### config.mk
export PLATFORM = sky130hd
export DESIGN_NAME = sfs_sequencer
export DESIGN_NICKNAME = d
export VERILOG_FILES = /design/src/sfs_pkg.sv /design/src/sfs_pin_sync.sv /design/src/sfs_timer.sv /design/src/sfs_sequencer.sv
export SDC_FILE = /design/constraint.sdc
export NUM_CORES = 2
export LEC_CHECK = 0
export BUFFER_PORTS_ARGS = -buffer_cell sky130_fd_sc_hd__buf_2
export CAP_MARGIN = 15
export CORE_ASPECT_RATIO = 1.5
export CORE_MARGIN = 2
export CORE_UTILIZATION = 55
export CTS_BUF_LIST = sky130_fd_sc_hd__clkbuf_8
export CTS_CLUSTER_SIZE = 25
export DETAILED_ROUTE_END_ITERATION = 8
export PLACE_DENSITY = 0.7
export SYNTH_ARGS = -nofsm -noshare
export SYNTH_HDL_FRONTEND = slang
export SYNTH_SLANG_ARGS = --single-unit
export TNS_END_PERCENT = 10
### constraint.sdc
create_clock -name CLOCK -period 15.6 [get_ports CLOCK]
set_input_delay 2.34 -clock CLOCK [delete_from_list [all_inputs] [get_ports CLOCK]]
set_output_delay 2.34 -clock CLOCK [all_outputs]
set_load 0.02 [all_outputs]
### src/sfs_pkg.sv
// sfs_pkg: opcodes, timing counts, states and carrier types of the
// serial flash command sequencer.
// assumes a 100 MHz system clock; the array itself lives outside the block.
package sfs_pkg;

    localparam int CLK_PERIOD_NS = 10;

    // array geometry: three top address bits are dropped on entry
    localparam int ADDR_W     = 21;
    localparam int PAGE_LSB   = 8;
    localparam int SECTOR_LSB = 16;
    localparam int SECTOR_W   = 5;
    localparam int PAGE_BYTES = 256;

    // instruction codes
    localparam logic [7:0] OPC_FAST_READ     = 8'h0B;
    localparam logic [7:0] OPC_PAGE_WRITE    = 8'h02;
    localparam logic [7:0] OPC_SECTOR_CLEAR  = 8'hD8;
    localparam logic [7:0] OPC_ARRAY_CLEAR   = 8'hC7;
    localparam logic [7:0] OPC_SLEEP_ENTER   = 8'hB9;
    localparam logic [7:0] OPC_WAKE_AND_SIG  = 8'hAB;
    localparam logic [7:0] OPC_WRITE_UNLOCK  = 8'h06;

    // legacy signature; value is arbitrary
    localparam logic [7:0] SIGNATURE_DEFAULT = 8'h5A;

    // self-timed durations in their own units, then in clock cycles
    localparam int PAGE_WRITE_TIME_US   = 1000;
    localparam int SECTOR_CLEAR_TIME_MS = 500;
    localparam int ARRAY_CLEAR_TIME_MS  = 10000;
    localparam int SLEEP_ENTRY_DELAY_NS = 3000;
    localparam int WAKE_DELAY_NS        = 30000;

    localparam int PAGE_WRITE_CYC   = PAGE_WRITE_TIME_US * 1000 / CLK_PERIOD_NS;
    localparam int SECTOR_CLEAR_CYC = SECTOR_CLEAR_TIME_MS * 100000;
    localparam int ARRAY_CLEAR_CYC  = ARRAY_CLEAR_TIME_MS * 100000;
    localparam int SLEEP_ENTRY_CYC  = (SLEEP_ENTRY_DELAY_NS + CLK_PERIOD_NS - 1) / CLK_PERIOD_NS;
    localparam int WAKE_CYC         = (WAKE_DELAY_NS + CLK_PERIOD_NS - 1) / CLK_PERIOD_NS;

    // serial front end states, gray along opcode/address/dummy/output
    typedef enum logic [3:0] {
        ST_IDLE    = 4'h0,
        ST_OPC     = 4'h1,
        ST_ADDR    = 4'h3,
        ST_DUMMY   = 4'h2,
        ST_RD_OUT  = 4'h6,
        ST_SIG_OUT = 4'h7,
        ST_PROG_IN = 4'h5,
        ST_HOLD    = 4'h4,
        ST_IGNORE  = 4'hC
    } sfs_state_e;

    typedef enum logic [2:0] {
        CMD_NONE         = 3'h0,
        CMD_FAST_READ    = 3'h1,
        CMD_PAGE_WRITE   = 3'h2,
        CMD_SECTOR_CLEAR = 3'h3,
        CMD_ARRAY_CLEAR  = 3'h4,
        CMD_SLEEP_ENTER  = 3'h5,
        CMD_WAKE_AND_SIG = 3'h6,
        CMD_WRITE_UNLOCK = 3'h7
    } sfs_cmd_e;

    typedef struct packed {
        logic              en;
        logic [ADDR_W-1:0] addr;
        logic [7:0]        data;
    } sfs_mem_wr_s;

    typedef struct packed {
        logic                sector;
        logic                all;
        logic [SECTOR_W-1:0] idx;
    } sfs_erase_s;

endpackage

### src/sfs_pin_sync.sv
// sfs_pin_sync: two-stage synchronisers for the serial pins, plus a
// delayed copy of the synchronised level for edge detection.
// assumes pins are asynchronous to CLOCK and change far slower than it.
`timescale 1ns/100ps
module sfs_pin_sync #(
    parameter int N = 3
) (
    // clock and reset
    input  wire logic         clk,
    input  wire logic         rst,
    input  wire logic [N-1:0] rst_val,
    // pins and synchronised levels
    input  wire logic [N-1:0] pin_in,
    output logic      [N-1:0] sync_out,
    output logic      [N-1:0] prev_out
);
    logic [N-1:0] meta_r;

    // the first stage feeds the second and nothing else
    for (genvar i = 0; i < N; i++) begin : g_bit
        always_ff @(posedge clk or posedge rst) begin
            if (rst) begin
                meta_r[i]   <= 1'b1;
                sync_out[i] <= 1'b1;
                prev_out[i] <= 1'b1;
            end else begin
                meta_r[i]   <= pin_in[i];
                sync_out[i] <= meta_r[i];
                prev_out[i] <= sync_out[i];
            end
        end
    end

    // rst_val unused beyond documenting idle level: every stage of every pin resets high
    logic unused_ok;
    assign unused_ok = &rst_val;
endmodule // sfs_pin_sync

### src/sfs_timer.sv
// sfs_timer: loadable down counter for self-timed cycles and delays.
// assumes load is a one-cycle pulse; a load while running restarts it.
`timescale 1ns/100ps
module sfs_timer #(
    parameter int W = 32
) (
    // clock and reset
    input  wire logic         clk,
    input  wire logic         rst,
    // control
    input  wire logic         load,
    input  wire logic [W-1:0] count,
    // status
    output logic              busy,
    output logic              done
);
    logic [W-1:0] cnt_r;

    assign busy = (cnt_r != '0);

    always_ff @(posedge clk or posedge rst) begin
        if (rst) begin
            cnt_r <= '0;
            done  <= 1'b0;
        end else begin
            done <= 1'b0;
            if (load) begin
                cnt_r <= count;
            end else if (busy) begin
                cnt_r <= cnt_r - 1'b1;
                done  <= (cnt_r == {{(W-1){1'b0}}, 1'b1});
            end
        end
    end
endmodule // sfs_timer

### src/sfs_sequencer.sv
// sfs_sequencer: instruction handling of a serial flash for high-speed
// read, page write, sector and array clear, sleep entry and wake.
// assumes mode-0 style clocking far below CLOCK, and an external array
// that answers MEM_RD_ADDR on MEM_RD_DATA within two clocks.
//
// How it works
// - fast read is opcode, three address bytes, one dummy; bits taken on rising clock
// - read data leaves on falling edges from the given address after the dummy
// - read address steps per byte and wraps to zero at the top
// - three top address bits are dropped for every command
// - select rising ends a read at any point and releases the output
// - fast read during a busy cycle is rejected without side effects
// - page write and both clears need the unlock latch set beforehand
// - page data past the page end wraps to the page start
// - over 256 bytes keeps the last 256; fewer touches only addressed bytes
// - page write runs only if select rises on a byte boundary after data
// - valid select rise starts the timed cycle; busy flag high until done
// - unlock latch clears before each timed cycle completes
// - page write into a protected page is not executed
// - sector clear is opcode plus address; whole sector is set to ones
// - sector clear runs only if select rises right after the address
// - sector clear into a protected area is not executed
// - array clear is opcode only and runs only with no protection bits set
// - sleep entry is opcode only, select rising after bit eight, then delay
// - while asleep only the wake command is decoded
// - sleep entry during a busy cycle is rejected
// - wake takes three dummy bytes then repeats the signature on falling edges
// - wake during a busy cycle is not decoded
// - select rising after wake returns to standby, delayed only if asleep or entering sleep
`timescale 1ns/100ps
module sfs_sequencer
    import sfs_pkg::*;
#(
    parameter int          PAGE_WRITE_CYCLES   = sfs_pkg::PAGE_WRITE_CYC,
    parameter int          SECTOR_CLEAR_CYCLES = sfs_pkg::SECTOR_CLEAR_CYC,
    parameter int          ARRAY_CLEAR_CYCLES  = sfs_pkg::ARRAY_CLEAR_CYC,
    parameter int          SLEEP_ENTRY_CYCLES  = sfs_pkg::SLEEP_ENTRY_CYC,
    parameter int          WAKE_CYCLES         = sfs_pkg::WAKE_CYC,
    parameter logic [7:0]  SIGNATURE           = sfs_pkg::SIGNATURE_DEFAULT
) (
    // clock and reset
    input  wire logic                      CLOCK,
    input  wire logic                      RESET,
    // serial pins
    input  wire logic                      SEL_N,
    input  wire logic                      SCLK,
    input  wire logic                      SDI,
    output logic                           SDO,
    output logic                           SDO_OE,
    // status from and to the status register logic
    input  wire logic [2:0]                PROTECT_AREA_BITS,
    input  wire logic                      STATUS_WRITE_BUSY,
    output logic                           CYCLE_ACTIVE_FLAG,
    output logic                           WRITE_UNLOCK_LATCH,
    output logic                           SLEEP_ACTIVE,
    // array port
    output logic [sfs_pkg::ADDR_W-1:0]     MEM_RD_ADDR,
    input  wire logic [7:0]                MEM_RD_DATA,
    output sfs_pkg::sfs_mem_wr_s           MEM_WR,
    output sfs_pkg::sfs_erase_s            MEM_ERASE
);
    import sfs_pkg::*;

    // synchronised pins and edges
    logic [2:0]        pin_s;
    logic [2:0]        pin_p;
    logic              sel_n_s;
    logic              sck_s;
    logic              sdi_s;
    logic              sck_rise;
    logic              sck_fall;
    logic              sel_rise;
    logic              sel_fall;

    // front end state
    sfs_state_e        state_r;
    sfs_cmd_e          cmd_r;
    logic [2:0]        bit_cnt_r;
    logic [1:0]        byte_cnt_r;
    logic [6:0]        in_sr_r;
    logic [ADDR_W-1:0] addr_r;
    logic              got_data_r;
    logic [2:0]        out_cnt_r;
    logic [6:0]        out_sr_r;

    // execution state
    logic              wip_r;
    logic              wel_r;
    logic              asleep_r;
    logic              sleep_pend_r;
    logic              wake_pend_r;
    logic              walk_r;
    logic [7:0]        walk_idx_r;
    logic [ADDR_W-PAGE_LSB-1:0] prog_page_r;
    logic [7:0]        page_buf [PAGE_BYTES];
    logic [PAGE_BYTES-1:0] valid_r;

    sfs_pin_sync #(.N(3)) u_sync (
        .clk      (CLOCK),
        .rst      (RESET),
        .rst_val  (3'h7),
        .pin_in   ({SEL_N, SCLK, SDI}),
        .sync_out (pin_s),
        .prev_out (pin_p)
    );

    assign sel_n_s  = pin_s[2];
    assign sck_s    = pin_s[1];
    assign sdi_s    = pin_s[0];
    assign sck_rise = ~sel_n_s & sck_s & ~pin_p[1];
    assign sck_fall = ~sel_n_s & ~sck_s & pin_p[1];
    assign sel_rise = sel_n_s & ~pin_p[2];
    assign sel_fall = ~sel_n_s & pin_p[2];

    // incoming byte, msb first
    logic [7:0] in_byte;
    logic       byte_done;
    assign in_byte   = {in_sr_r, sdi_s};
    assign byte_done = sck_rise & (bit_cnt_r == 3'h7);

    logic busy;
    logic sleepy;
    assign busy   = wip_r | STATUS_WRITE_BUSY;
    assign sleepy = asleep_r | sleep_pend_r;

    // opcode decode
    sfs_cmd_e dec_cmd;
    assign dec_cmd = (in_byte == OPC_FAST_READ)    ? CMD_FAST_READ    :
                     (in_byte == OPC_PAGE_WRITE)   ? CMD_PAGE_WRITE   :
                     (in_byte == OPC_SECTOR_CLEAR) ? CMD_SECTOR_CLEAR :
                     (in_byte == OPC_ARRAY_CLEAR)  ? CMD_ARRAY_CLEAR  :
                     (in_byte == OPC_SLEEP_ENTER)  ? CMD_SLEEP_ENTER  :
                     (in_byte == OPC_WAKE_AND_SIG) ? CMD_WAKE_AND_SIG :
                     (in_byte == OPC_WRITE_UNLOCK) ? CMD_WRITE_UNLOCK : CMD_NONE;

    // busy rejects everything here; asleep leaves only wake
    logic dec_ok;
    assign dec_ok = (dec_cmd != CMD_NONE) & ~busy
                  & (~sleepy | (dec_cmd == CMD_WAKE_AND_SIG));

    sfs_state_e dec_next;
    assign dec_next = ~dec_ok                            ? ST_IGNORE :
                      (dec_cmd == CMD_FAST_READ)   ||
                      (dec_cmd == CMD_PAGE_WRITE)  ||
                      (dec_cmd == CMD_SECTOR_CLEAR)||
                      (dec_cmd == CMD_WAKE_AND_SIG)      ? ST_ADDR   : ST_HOLD;

    sfs_state_e addr_next;
    assign addr_next = (cmd_r == CMD_FAST_READ)  ? ST_DUMMY   :
                       (cmd_r == CMD_PAGE_WRITE) ? ST_PROG_IN :
                       (cmd_r == CMD_WAKE_AND_SIG) ? ST_SIG_OUT : ST_HOLD;

    logic shifting;
    assign shifting = (state_r == ST_OPC) | (state_r == ST_ADDR) | (state_r == ST_DUMMY)
                    | (state_r == ST_PROG_IN);

    // output byte source
    logic       out_load;
    logic [7:0] out_byte;
    assign out_load = sck_fall & (out_cnt_r == 3'h0);
    assign out_byte = (state_r == ST_SIG_OUT) ? SIGNATURE : MEM_RD_DATA;
    assign MEM_RD_ADDR = addr_r;

    always_ff @(posedge CLOCK or posedge RESET) begin
        if (RESET) begin
            state_r    <= ST_IDLE;
            cmd_r      <= CMD_NONE;
            bit_cnt_r  <= 3'h0;
            byte_cnt_r <= 2'h0;
            in_sr_r    <= 7'h00;
            addr_r     <= '0;
            got_data_r <= 1'b0;
        end else if (sel_fall) begin
            state_r    <= ST_OPC;
            cmd_r      <= CMD_NONE;
            bit_cnt_r  <= 3'h0;
            byte_cnt_r <= 2'h0;
            got_data_r <= 1'b0;
        end else if (sel_rise) begin
            state_r <= ST_IDLE;
        end else if (sck_rise && state_r == ST_HOLD) begin
            state_r <= ST_IGNORE;
        end else if (sck_rise && shifting) begin
            bit_cnt_r <= bit_cnt_r + 3'h1;
            in_sr_r   <= in_byte[6:0];
            if (byte_done) begin
                unique case (state_r)
                    ST_OPC: begin
                        cmd_r   <= dec_cmd;
                        state_r <= dec_next;
                    end
                    ST_ADDR: begin
                        addr_r     <= {addr_r[ADDR_W-9:0], in_byte};
                        byte_cnt_r <= byte_cnt_r + 2'h1;
                        if (byte_cnt_r == 2'h2) begin
                            state_r <= addr_next;
                        end
                    end
                    ST_DUMMY: state_r <= ST_RD_OUT;
                    ST_PROG_IN: begin
                        got_data_r  <= 1'b1;
                        addr_r[7:0] <= addr_r[7:0] + 8'h01;
                    end
                    default: state_r <= state_r;
                endcase
            end
        end else if (out_load && state_r == ST_RD_OUT) begin
            addr_r <= addr_r + 1'b1;
        end
    end

    // serial output changes on falling edges
    always_ff @(posedge CLOCK or posedge RESET) begin
        if (RESET) begin
            SDO       <= 1'b0;
            SDO_OE    <= 1'b0;
            out_cnt_r <= 3'h0;
            out_sr_r  <= 7'h00;
        end else if (sel_fall || sel_rise) begin
            SDO_OE    <= 1'b0;
            out_cnt_r <= 3'h0;
        end else if (sck_fall && (state_r == ST_RD_OUT || state_r == ST_SIG_OUT)) begin
            SDO_OE    <= 1'b1;
            out_cnt_r <= out_cnt_r + 3'h1;
            if (out_load) begin
                SDO      <= out_byte[7];
                out_sr_r <= out_byte[6:0];
            end else begin
                SDO      <= out_sr_r[6];
                out_sr_r <= {out_sr_r[5:0], 1'b0};
            end
        end
    end

    // protection: bp selects the top 2^(bp-1) sectors, 6 and up covers all
    logic [SECTOR_W-1:0] prot_mask;
    logic                page_prot;
    logic                sect_prot;
    assign prot_mask = 5'h1F << (PROTECT_AREA_BITS - 3'h1);
    assign page_prot = (PROTECT_AREA_BITS != 3'h0)
                     & ((addr_r[ADDR_W-1:SECTOR_LSB] & prot_mask) == prot_mask);
    assign sect_prot = page_prot;

    // commit on select rising
    logic start_prog;
    logic start_sect;
    logic start_all;
    logic start_write;
    logic start_sleep;
    logic do_unlock;
    logic do_wake;
    logic hold_cmd;
    assign hold_cmd    = sel_rise & (state_r == ST_HOLD);
    assign start_prog  = sel_rise & (state_r == ST_PROG_IN) & (bit_cnt_r == 3'h0)
                       & got_data_r & wel_r & ~page_prot;
    assign start_sect  = hold_cmd & (cmd_r == CMD_SECTOR_CLEAR) & wel_r
                       & ~sect_prot;
    assign start_all   = hold_cmd & (cmd_r == CMD_ARRAY_CLEAR) & wel_r
                       & (PROTECT_AREA_BITS == 3'h0);
    assign start_write = start_prog | start_sect | start_all;
    assign start_sleep = hold_cmd & (cmd_r == CMD_SLEEP_ENTER);
    assign do_unlock   = hold_cmd & (cmd_r == CMD_WRITE_UNLOCK);
    assign do_wake     = sel_rise & (cmd_r == CMD_WAKE_AND_SIG)
                       & (state_r != ST_IGNORE) & (state_r != ST_IDLE);

    logic [31:0] wtime;
    logic        wbusy;
    logic        wdone;
    logic        pdone;
    assign wtime = start_prog ? 32'(PAGE_WRITE_CYCLES) :
                   start_sect ? 32'(SECTOR_CLEAR_CYCLES) : 32'(ARRAY_CLEAR_CYCLES);

    sfs_timer #(.W(32)) u_write_timer (
        .clk   (CLOCK),
        .rst   (RESET),
        .load  (start_write),
        .count (wtime),
        .busy  (wbusy),
        .done  (wdone)
    );

    sfs_timer #(.W(32)) u_power_timer (
        .clk   (CLOCK),
        .rst   (RESET),
        .load  (start_sleep | (do_wake & sleepy)),
        .count (start_sleep ? 32'(SLEEP_ENTRY_CYCLES) : 32'(WAKE_CYCLES)),
        .busy  (),
        .done  (pdone)
    );

    // page buffer holds only data; valid bits decide what gets written
    logic prog_wr;
    logic clr_valid;
    assign prog_wr   = byte_done & (state_r == ST_PROG_IN);
    assign clr_valid = byte_done & (state_r == ST_OPC) & (dec_cmd == CMD_PAGE_WRITE) & dec_ok;

    always_ff @(posedge CLOCK) begin
        if (prog_wr) begin
            page_buf[addr_r[7:0]] <= in_byte;
        end
    end

    always_ff @(posedge CLOCK or posedge RESET) begin
        if (RESET) begin
            wip_r        <= 1'b0;
            wel_r        <= 1'b0;
            asleep_r     <= 1'b0;
            sleep_pend_r <= 1'b0;
            wake_pend_r  <= 1'b0;
            walk_r       <= 1'b0;
            walk_idx_r   <= 8'h00;
            prog_page_r  <= '0;
            valid_r      <= '0;
            MEM_WR       <= '0;
            MEM_ERASE    <= '0;
        end else begin
            MEM_WR.en        <= 1'b0;
            MEM_ERASE.sector <= 1'b0;
            MEM_ERASE.all    <= 1'b0;
            if (start_write) begin
                wip_r <= 1'b1;
                wel_r <= 1'b0;
            end else if (wdone) begin
                wip_r <= 1'b0;
            end else if (do_unlock) begin
                wel_r <= 1'b1;
            end
            if (clr_valid) begin
                valid_r <= '0;
            end else if (prog_wr) begin
                valid_r[addr_r[7:0]] <= 1'b1;
            end else if (walk_r) begin
                valid_r[walk_idx_r] <= 1'b0;
            end
            if (start_prog) begin
                walk_r      <= 1'b1;
                walk_idx_r  <= 8'h00;
                prog_page_r <= addr_r[ADDR_W-1:PAGE_LSB];
            end else if (walk_r) begin
                MEM_WR.en   <= valid_r[walk_idx_r];
                MEM_WR.addr <= {prog_page_r, walk_idx_r};
                MEM_WR.data <= page_buf[walk_idx_r];
                walk_idx_r  <= walk_idx_r + 8'h01;
                walk_r      <= (walk_idx_r != 8'hFF);
            end
            if (start_sect || start_all) begin
                MEM_ERASE.sector <= start_sect;
                MEM_ERASE.all    <= start_all;
                MEM_ERASE.idx    <= addr_r[ADDR_W-1:SECTOR_LSB];
            end
            if (start_sleep) begin
                sleep_pend_r <= 1'b1;
            end else if (do_wake) begin
                sleep_pend_r <= 1'b0;
                wake_pend_r  <= sleepy;
                asleep_r     <= sleepy;
            end else if (pdone && wake_pend_r) begin
                asleep_r    <= 1'b0;
                wake_pend_r <= 1'b0;
            end else if (pdone && sleep_pend_r) begin
                asleep_r     <= 1'b1;
                sleep_pend_r <= 1'b0;
            end
        end
    end

    assign CYCLE_ACTIVE_FLAG  = wip_r;
    assign WRITE_UNLOCK_LATCH = wel_r;
    assign SLEEP_ACTIVE       = asleep_r;

    logic unused_ok;
    assign unused_ok = wbusy;
endmodule // sfs_sequencer

Word level (Yosys, flattened, before mapping) --
Memory sizes are Yosys's and may differ from the RTL's. Index checks and enable logic that the tools add are counted.
Storage, ports and cells: register bits after elaboration 447, RAM bits 2048, bits of input ports 17, word-level logic and storage cells 304, memories 1
Memories:
- page_buf | words 256, width 8, rd ports 1, clocked after memory_dff 0, wr ports 1, line sfs_sequencer.sv:95 | logic [7:0] page_buf [PAGE_BYTES];
Cells by class: $add $sub $neg 9, $lt $le $gt $ge 4, eq/ne operators 40, shift-type cells 1, mux-type cells 96, bitwise gates (word level) 59, reduce and logical (&&, ||, !) cells 55
Operators by type and width (count):
- 256-bit 2-to-1 mux | 3
- 256-bit bitwise AND | 1
- 256-bit inverter | 1
- 256-bit bitwise OR | 1
- 32-bit 2-to-1 mux | 4
- 30-bit 2-to-1 mux | 4
- 32-bit by 1-bit == test with 1-bit output (second input constant) | 2
- 32-bit nonzero test | 2
- 32-bit by 1-bit subtractor with 32-bit output (second input constant) | 2
- 21-bit 2-to-1 mux | 3
- 3-bit 2-to-1 mux | 21
- 1-bit 2-to-1 mux | 34
- 1-bit bitwise AND | 33
- 8-bit == test (second input constant) | 4
- 4-bit 2-to-1 mux | 7
- 2-bit nonzero test | 13
- 8-bit 2-to-1 mux | 3
- 21-bit by 1-bit adder with 21-bit output (second input constant) | 1
- 3-bit == test (second input constant) | 6
- 8-bit by 9-bit less-than comparator with 1-bit output (second input constant) | 2
- 8-bit by 1-bit adder with 8-bit output (second input constant) | 2
- 1-bit demux with 8-bit select | 2
- 4-bit by 3-bit == test with 1-bit output (second input constant) | 4
- 8-bit by 1-bit greater-or-equal comparator with 1-bit output (second input constant) | 2
- 41 further kinds | 107

Logic depth before layout (Yosys ltp) --
depth after elaboration 20, gate-level depth with buffers 14, depth with buffers taken out 9

By module --
From an unflattened synthesis, not the netlist that was laid out.
Second synthesis, totals: cells, all modules 5719, area total of the unflattened synthesis 101527.4 µm²
By module, submodules not included:
- sfs_sequencer | times used 1, cells each 5283, area an instance 97328.3 µm², seq. area each 70832.9 µm²
- sfs_timer (u_write_timer) | times used 1, cells each 214, area an instance 1989.4 µm², seq. area each 825.8 µm²
- sfs_timer (u_power_timer) | times used 1, cells each 212, area an instance 1969.4 µm², seq. area each 825.8 µm²
- sfs_pin_sync | times used 1, cells each 10, area an instance 240.2 µm², seq. area each 236.5 µm²

Least setup slack after synthesis --
No wires, ideal clock.
kind register to register, start point reg in_sr_r[5], end point reg valid_r[138], data arrival time 5396 ps, required time 15534 ps, setup slack 10138 ps, cell stages (with the launch flop) 9, path buffers 2, cell sequence dfrtp_1 nor4bb_1 and4_1 nor3_1 nor2_1 nand4_1 clkbuf_1 buf_1 o221a_2
Between the ends: word-level cells in the longest chain between the ends 13, elaborated cells on any way between the ends 24, those cells by class 9 x eq/ne; 8 x mux; 5 x bitwise; 2 x reduce/logical
Ends and longest elaborated chain:
- from (decl) | line sfs_sequencer.sv:80 | logic [6:0] in_sr_r;
- from (signal assigned) | line sfs_sequencer.sv:185 | in_sr_r <= in_byte[6:0];
- 8-bit by 3-bit == test with 1-bit output | line sfs_sequencer.sv:134 | (in_byte == OPC_WRITE_UNLOCK) ? CMD_WRITE_UNLOCK : CMD_NONE;
- 3-bit 2-to-1 mux | line sfs_sequencer.sv:134
- 3-bit 2-to-1 mux | line sfs_sequencer.sv:133 | (in_byte == OPC_WAKE_AND_SIG) ? CMD_WAKE_AND_SIG :
- 3-bit 2-to-1 mux | line sfs_sequencer.sv:132 | (in_byte == OPC_SLEEP_ENTER) ? CMD_SLEEP_ENTER :
- 3-bit 2-to-1 mux | line sfs_sequencer.sv:131 | (in_byte == OPC_ARRAY_CLEAR) ? CMD_ARRAY_CLEAR :
- 3-bit 2-to-1 mux | line sfs_sequencer.sv:130 | (in_byte == OPC_SECTOR_CLEAR) ? CMD_SECTOR_CLEAR :
- 3-bit 2-to-1 mux | line sfs_sequencer.sv:129 | (in_byte == OPC_PAGE_WRITE) ? CMD_PAGE_WRITE :
- 3-bit 2-to-1 mux (*) | line sfs_sequencer.sv:128 | assign dec_cmd = (in_byte == OPC_FAST_READ) ? CMD_FAST_READ :
- 3-bit == test or 3-bit nonzero test (tied branches) | line sfs_sequencer.sv:139, sfs_sequencer.sv:138
- 1-bit bitwise OR or 1-bit bitwise AND (tied branches) | line sfs_sequencer.sv:139, sfs_sequencer.sv:138
- 1-bit bitwise AND | line sfs_sequencer.sv:139 | & (~sleepy | (dec_cmd == CMD_WAKE_AND_SIG));
- 1-bit bitwise AND (*) | line sfs_sequencer.sv:295 | assign clr_valid = byte_done & (state_r == ST_OPC) & (dec_cmd == CMD_PAGE_WRITE) & dec_ok;
- 3-bit nonzero test (no line) or 256-bit 2-to-1 mux (tied branches)
- to (signal assigned) | line sfs_sequencer.sv:313 | valid_r <= '0;
- to (signal assigned) | line sfs_sequencer.sv:329 | valid_r <= '0;
- to (signal, indexed assignment) | line sfs_sequencer.sv:331 | valid_r[addr_r[7:0]] <= 1'b1;
- to (decl) | line sfs_sequencer.sv:96 | logic [PAGE_BYTES-1:0] valid_r;
Every way passes the cells marked *; elsewhere a longest branch is shown, timed or not. A chain may end at the register's enable or synchronous reset.

Worst setup path after layout --
start point reg walk_idx_r[1], end point reg MEM_WR[3] in the netlist's numbering
Between the ends: word-level cells in the longest chain between the ends 1
Ends and longest elaborated chain:
- from (decl) | line sfs_sequencer.sv:93 | logic [7:0] walk_idx_r;
- from (signal assigned) | line sfs_sequencer.sv:343 | walk_idx_r <= walk_idx_r + 8'h01;
- memory read 256 x 8 bit
- to (decl) | line sfs_sequencer.sv:59 | output sfs_pkg::sfs_mem_wr_s MEM_WR,
Every way passes these cells.

==> results.py <==
metrics = {
    "sta": {
        "fin_skew_ns": 0.0627,
        "finalCriticalPeriod_ns": 5.79,
        "layout_setup_ws_ns": 9.81,
        "slew_headroom_pct": 14.7,
        "fmax_mhz": 173,
        "worst_slew_pin_slew_ns": 1.27,
        "setup_tns_ns": 0,
        "fin_crit_sh_pct": 37.1,
        "setup_violations": 0,
        "rsz0062_at_grt": "false",
        "hold_violations": 0,
        "slew_viol_final": 0,
    },
    "placed_design": {
        "post_dp_cell_area_sq_mm": 0.103,
        "gp_congestion": 1.03,
        "io_buffer_count": 79,
        "pre_cts_slack_ns": 10.01,
        "hpwlAfterDp_um": 198000,
    },
    "worst_hold_path": {
        "hold_path_class": "flip-flop to flip-flop",
        "min_path_cells": 0,
    },
    "detailed_routing": {
        "routedWlPerCell_um": 36.8,
        "drt_pass1_iterations": 9,
        "ant_nets": 0,
        "vias_per_cell": 6.81,
        "drt-total-wl_um": 312000,
        "via_count": 57891,
        "remaining_drc_errors": 2,
        "drt-initial-drc-count": 8443,
    },
    "floorplan": {
        "dieArea_sq_mm": 0.186,
        "fp-row-count": 192,
        "initial_core_util_pct": 55.2,
        "core_sq_mm": 0.182,
        "die_w_um": 353,
        "pin_count": 80,
        "die_h_um": 527,
    },
    "clocking": {
        "root_buffer": "clkbuf_8",
        "cts_inserted_buffers": 357,
        "h-tree-depth": 5,
        "cts_setup_buffers": 0,
        "clk_latency_ns": 1.01,
        "clock_sinks": 2495,
        "path_clk_slew_ns": 0.07,
        "ctsResizeCount": 0,
        "ctsHoldBuffers": 0,
        "cts_buffer_depth": 4,
        "cts_tree": "yes",
    },
    "critical_path": {
        "worst-path-buf-inv": 3,
        "slowest_stage": "a221oi_1",
        "setup.worst_path.end_class": "flip-flop",
        "arrival_ns": 6.60,
        "start_kind": "flip-flop",
        "r2r_cells": 9,
        "crit_path_frequent_cell": "buf_4",
        "crit_fanout": 51,
        "path_class": "flip-flop to flip-flop",
        "worstPathRequired_ns": 16.41,
        "crit_family": "buffers and inverters",
        "cp_slowest_stage_delay_ns": 0.98,
        "worstSetupPathDepth": 9,
        "crit_chain": "buf_4, buf_4, buf_4, mux4_2, mux4_2, a22o_1, a221oi_1, and3_1, a41oi_1",
    },
    "power": {
        "power.density_mw_per_mm2": 154,
        "p_sw_share_pct": 32.8,
        "peakVddDrop_mv": 0.167,
        "clkPwrFrac_pct": 29.9,
        "p_total_mw": 17.0,
        "power_leakage_nw": 37.5,
        "combPwrFrac_pct": 25.0,
        "p_switching_mw": 5.58,
        "internal-power_mw": 11.4,
        "pwr-share-seq_pct": 45.1,
    },
    "finish": {
        "fin_area_sq_mm": 0.111,
        "final_cell_mix": "edfxtp_1, mux4_2, nor2_1, dfrtp_1, clkbuf_8",
        "final_common_cell": "edfxtp_1",
        "final_nets": 5799,
        "area_delta_synth_final_pct": 10.0,
        "fillCellCount": 13075,
        "drive_gt1_share_pct": 24.7,
    },
    "logic_synthesis": {
        "synth_warnings": 0,
        "seq_area_frac_synth_pct": 72.4,
        "synth.net_count": 5562,
        "synth.distinct_cells": 81,
        "synthFlopType": "edfxtp_1",
        "synth-edff-count": 2048,
        "syn_area_sq_mm": 0.100,
        "avgSynthCellArea_sq_um": 18.2,
        "synth-async-reset-ratio_pct": 17.9,
        "synth_cells": 5521,
        "ys_ff_latch": 2495,
    },
    "global_route": {
        "grt_max_degree": 105,
        "grt_pass1_wl_um": 436000,
        "gr-total-overflow": 0,
        "antenna_found_initial": 22,
        "grt_usage_pct": 33.6,
        "grt_pass1_vias": 57473,
    },
    "run_status": {
        "status": "finished, violations left",
        "violations": "DRC",
    },
    "flow_run": {
        "maxCapViolations": 0,
    },
}
==> final cells by class <==
cell class                      instances  area (sq um)  area share (%)
Tap cell                             2425          3030            2.75
Timing Repair Buffer                  208          1470            1.33
Antenna cell                           17          42.5          0.0385
Clock inverter                        255          1450            1.31
Clock buffer                          399          5490            4.97
Multi-Input combinational cell       2656         26100            23.6
Sequential cell                      2495         72700            65.8
Inverter                               40           164           0.148
==> state kept, by name (all words and copies together) (netlist names), 8 cells and up <==
register,count
MEM_WR,30
page_buf,2048
u_write_timer.cnt_r,32
MEM_RD_ADDR,21
walk_idx_r,8
valid_r,256
u_power_timer.cnt_r,32
prog_page_r,13
==> power groups by stage <==
stage	sequential (mW)	combinational, mW	clock [mW]
after floorplan	7.69	2.64	0
after global placement	7.78	4.10	0
after detailed placement	7.80	4.12	0
after CTS	7.66	4.13	5.10
after global routing	7.68	4.32	5.36
final	7.67	4.25	5.08
==> path summary, 6_finish.rpt <==
kind	endpoint	slack [ns]	startpoint
min in group asynchronous	valid_r[153]	1.42	RESET
max	MEM_WR[3]	9.81	walk_idx_r[1]
min reg2reg	u_sync.sync_out[2]	0.36	u_sync.meta_r[2]
max in group asynchronous	valid_r[232]	11.78	RESET
max reg2reg	MEM_WR[3]	9.81	walk_idx_r[1]
min	u_sync.sync_out[2]	0.36	u_sync.meta_r[2]
==> cell usage after synthesis (14+ instances only) <==
library cell | instances | area share [%]
nand3_1 | 69 | 0.34
mux2i_1 | 103 | 1.0
nor3_1 | 48 | 0.24
nor2b_1 | 28 | 0.17
buf_1 | 25 | 0.093
a22o_1 | 19 | 0.17
a21oi_1 | 82 | 0.41
o22ai_1 | 175 | 1.1
edfxtp_1 | 2048 | 61
and2_1 | 16 | 0.10
inv_1 | 37 | 0.14
ha_1 | 24 | 0.30
xor2_1 | 23 | 0.20
xnor2_1 | 38 | 0.33
dfrtp_1 | 439 | 11
nor2_1 | 527 | 2.0
nand2_1 | 319 | 1.2
mux4_2 | 611 | 14
buf_4 | 24 | 0.18
or4_1 | 14 | 0.10
o221a_2 | 120 | 1.3
nand4_1 | 28 | 0.17
a31oi_1 | 17 | 0.11
buf_2 | 84 | 0.42
nor4_1 | 28 | 0.17
and3_1 | 23 | 0.14
clkbuf_1 | 176 | 0.66
a22oi_1 | 62 | 0.46
buf_6 | 18 | 0.20
o21ai_0 | 89 | 0.44
==> metrics by stage <==
stage	hold slack, ns	cells	utilization (%)
floorplan	0.345	5521	-
global placement	0.348	7818	56.9
detailed placement	0.349	7820	56.9
CTS	0.358	8474	60.7
global route	0.362	8482	60.7
finish	0.356	8495	60.8
==> logic make-up after synthesis <==
kind of cell,Yosys count,synth area share (%)
DFF,2495,72.4
xor gates and xnor gates,61,0.532
muxes,727,14.9
and+or+nand+nor,1181,5.27
AOI/OAI and AO/OA,663,4.88
adders and majority gates,24,0.299
buffers and inverters,370,1.75
==> routing by layer <==
metal	part of all wire, %	global-route usage [%]	vias to the layer above
li1	-	-	22859
met1	33	39.8	29919
met2	47	52.3	4061
met3	11	10.4	1030
met4	8.4	24.1	22
met5	0.053	0	-
Power figures use the tool's default switching activity.
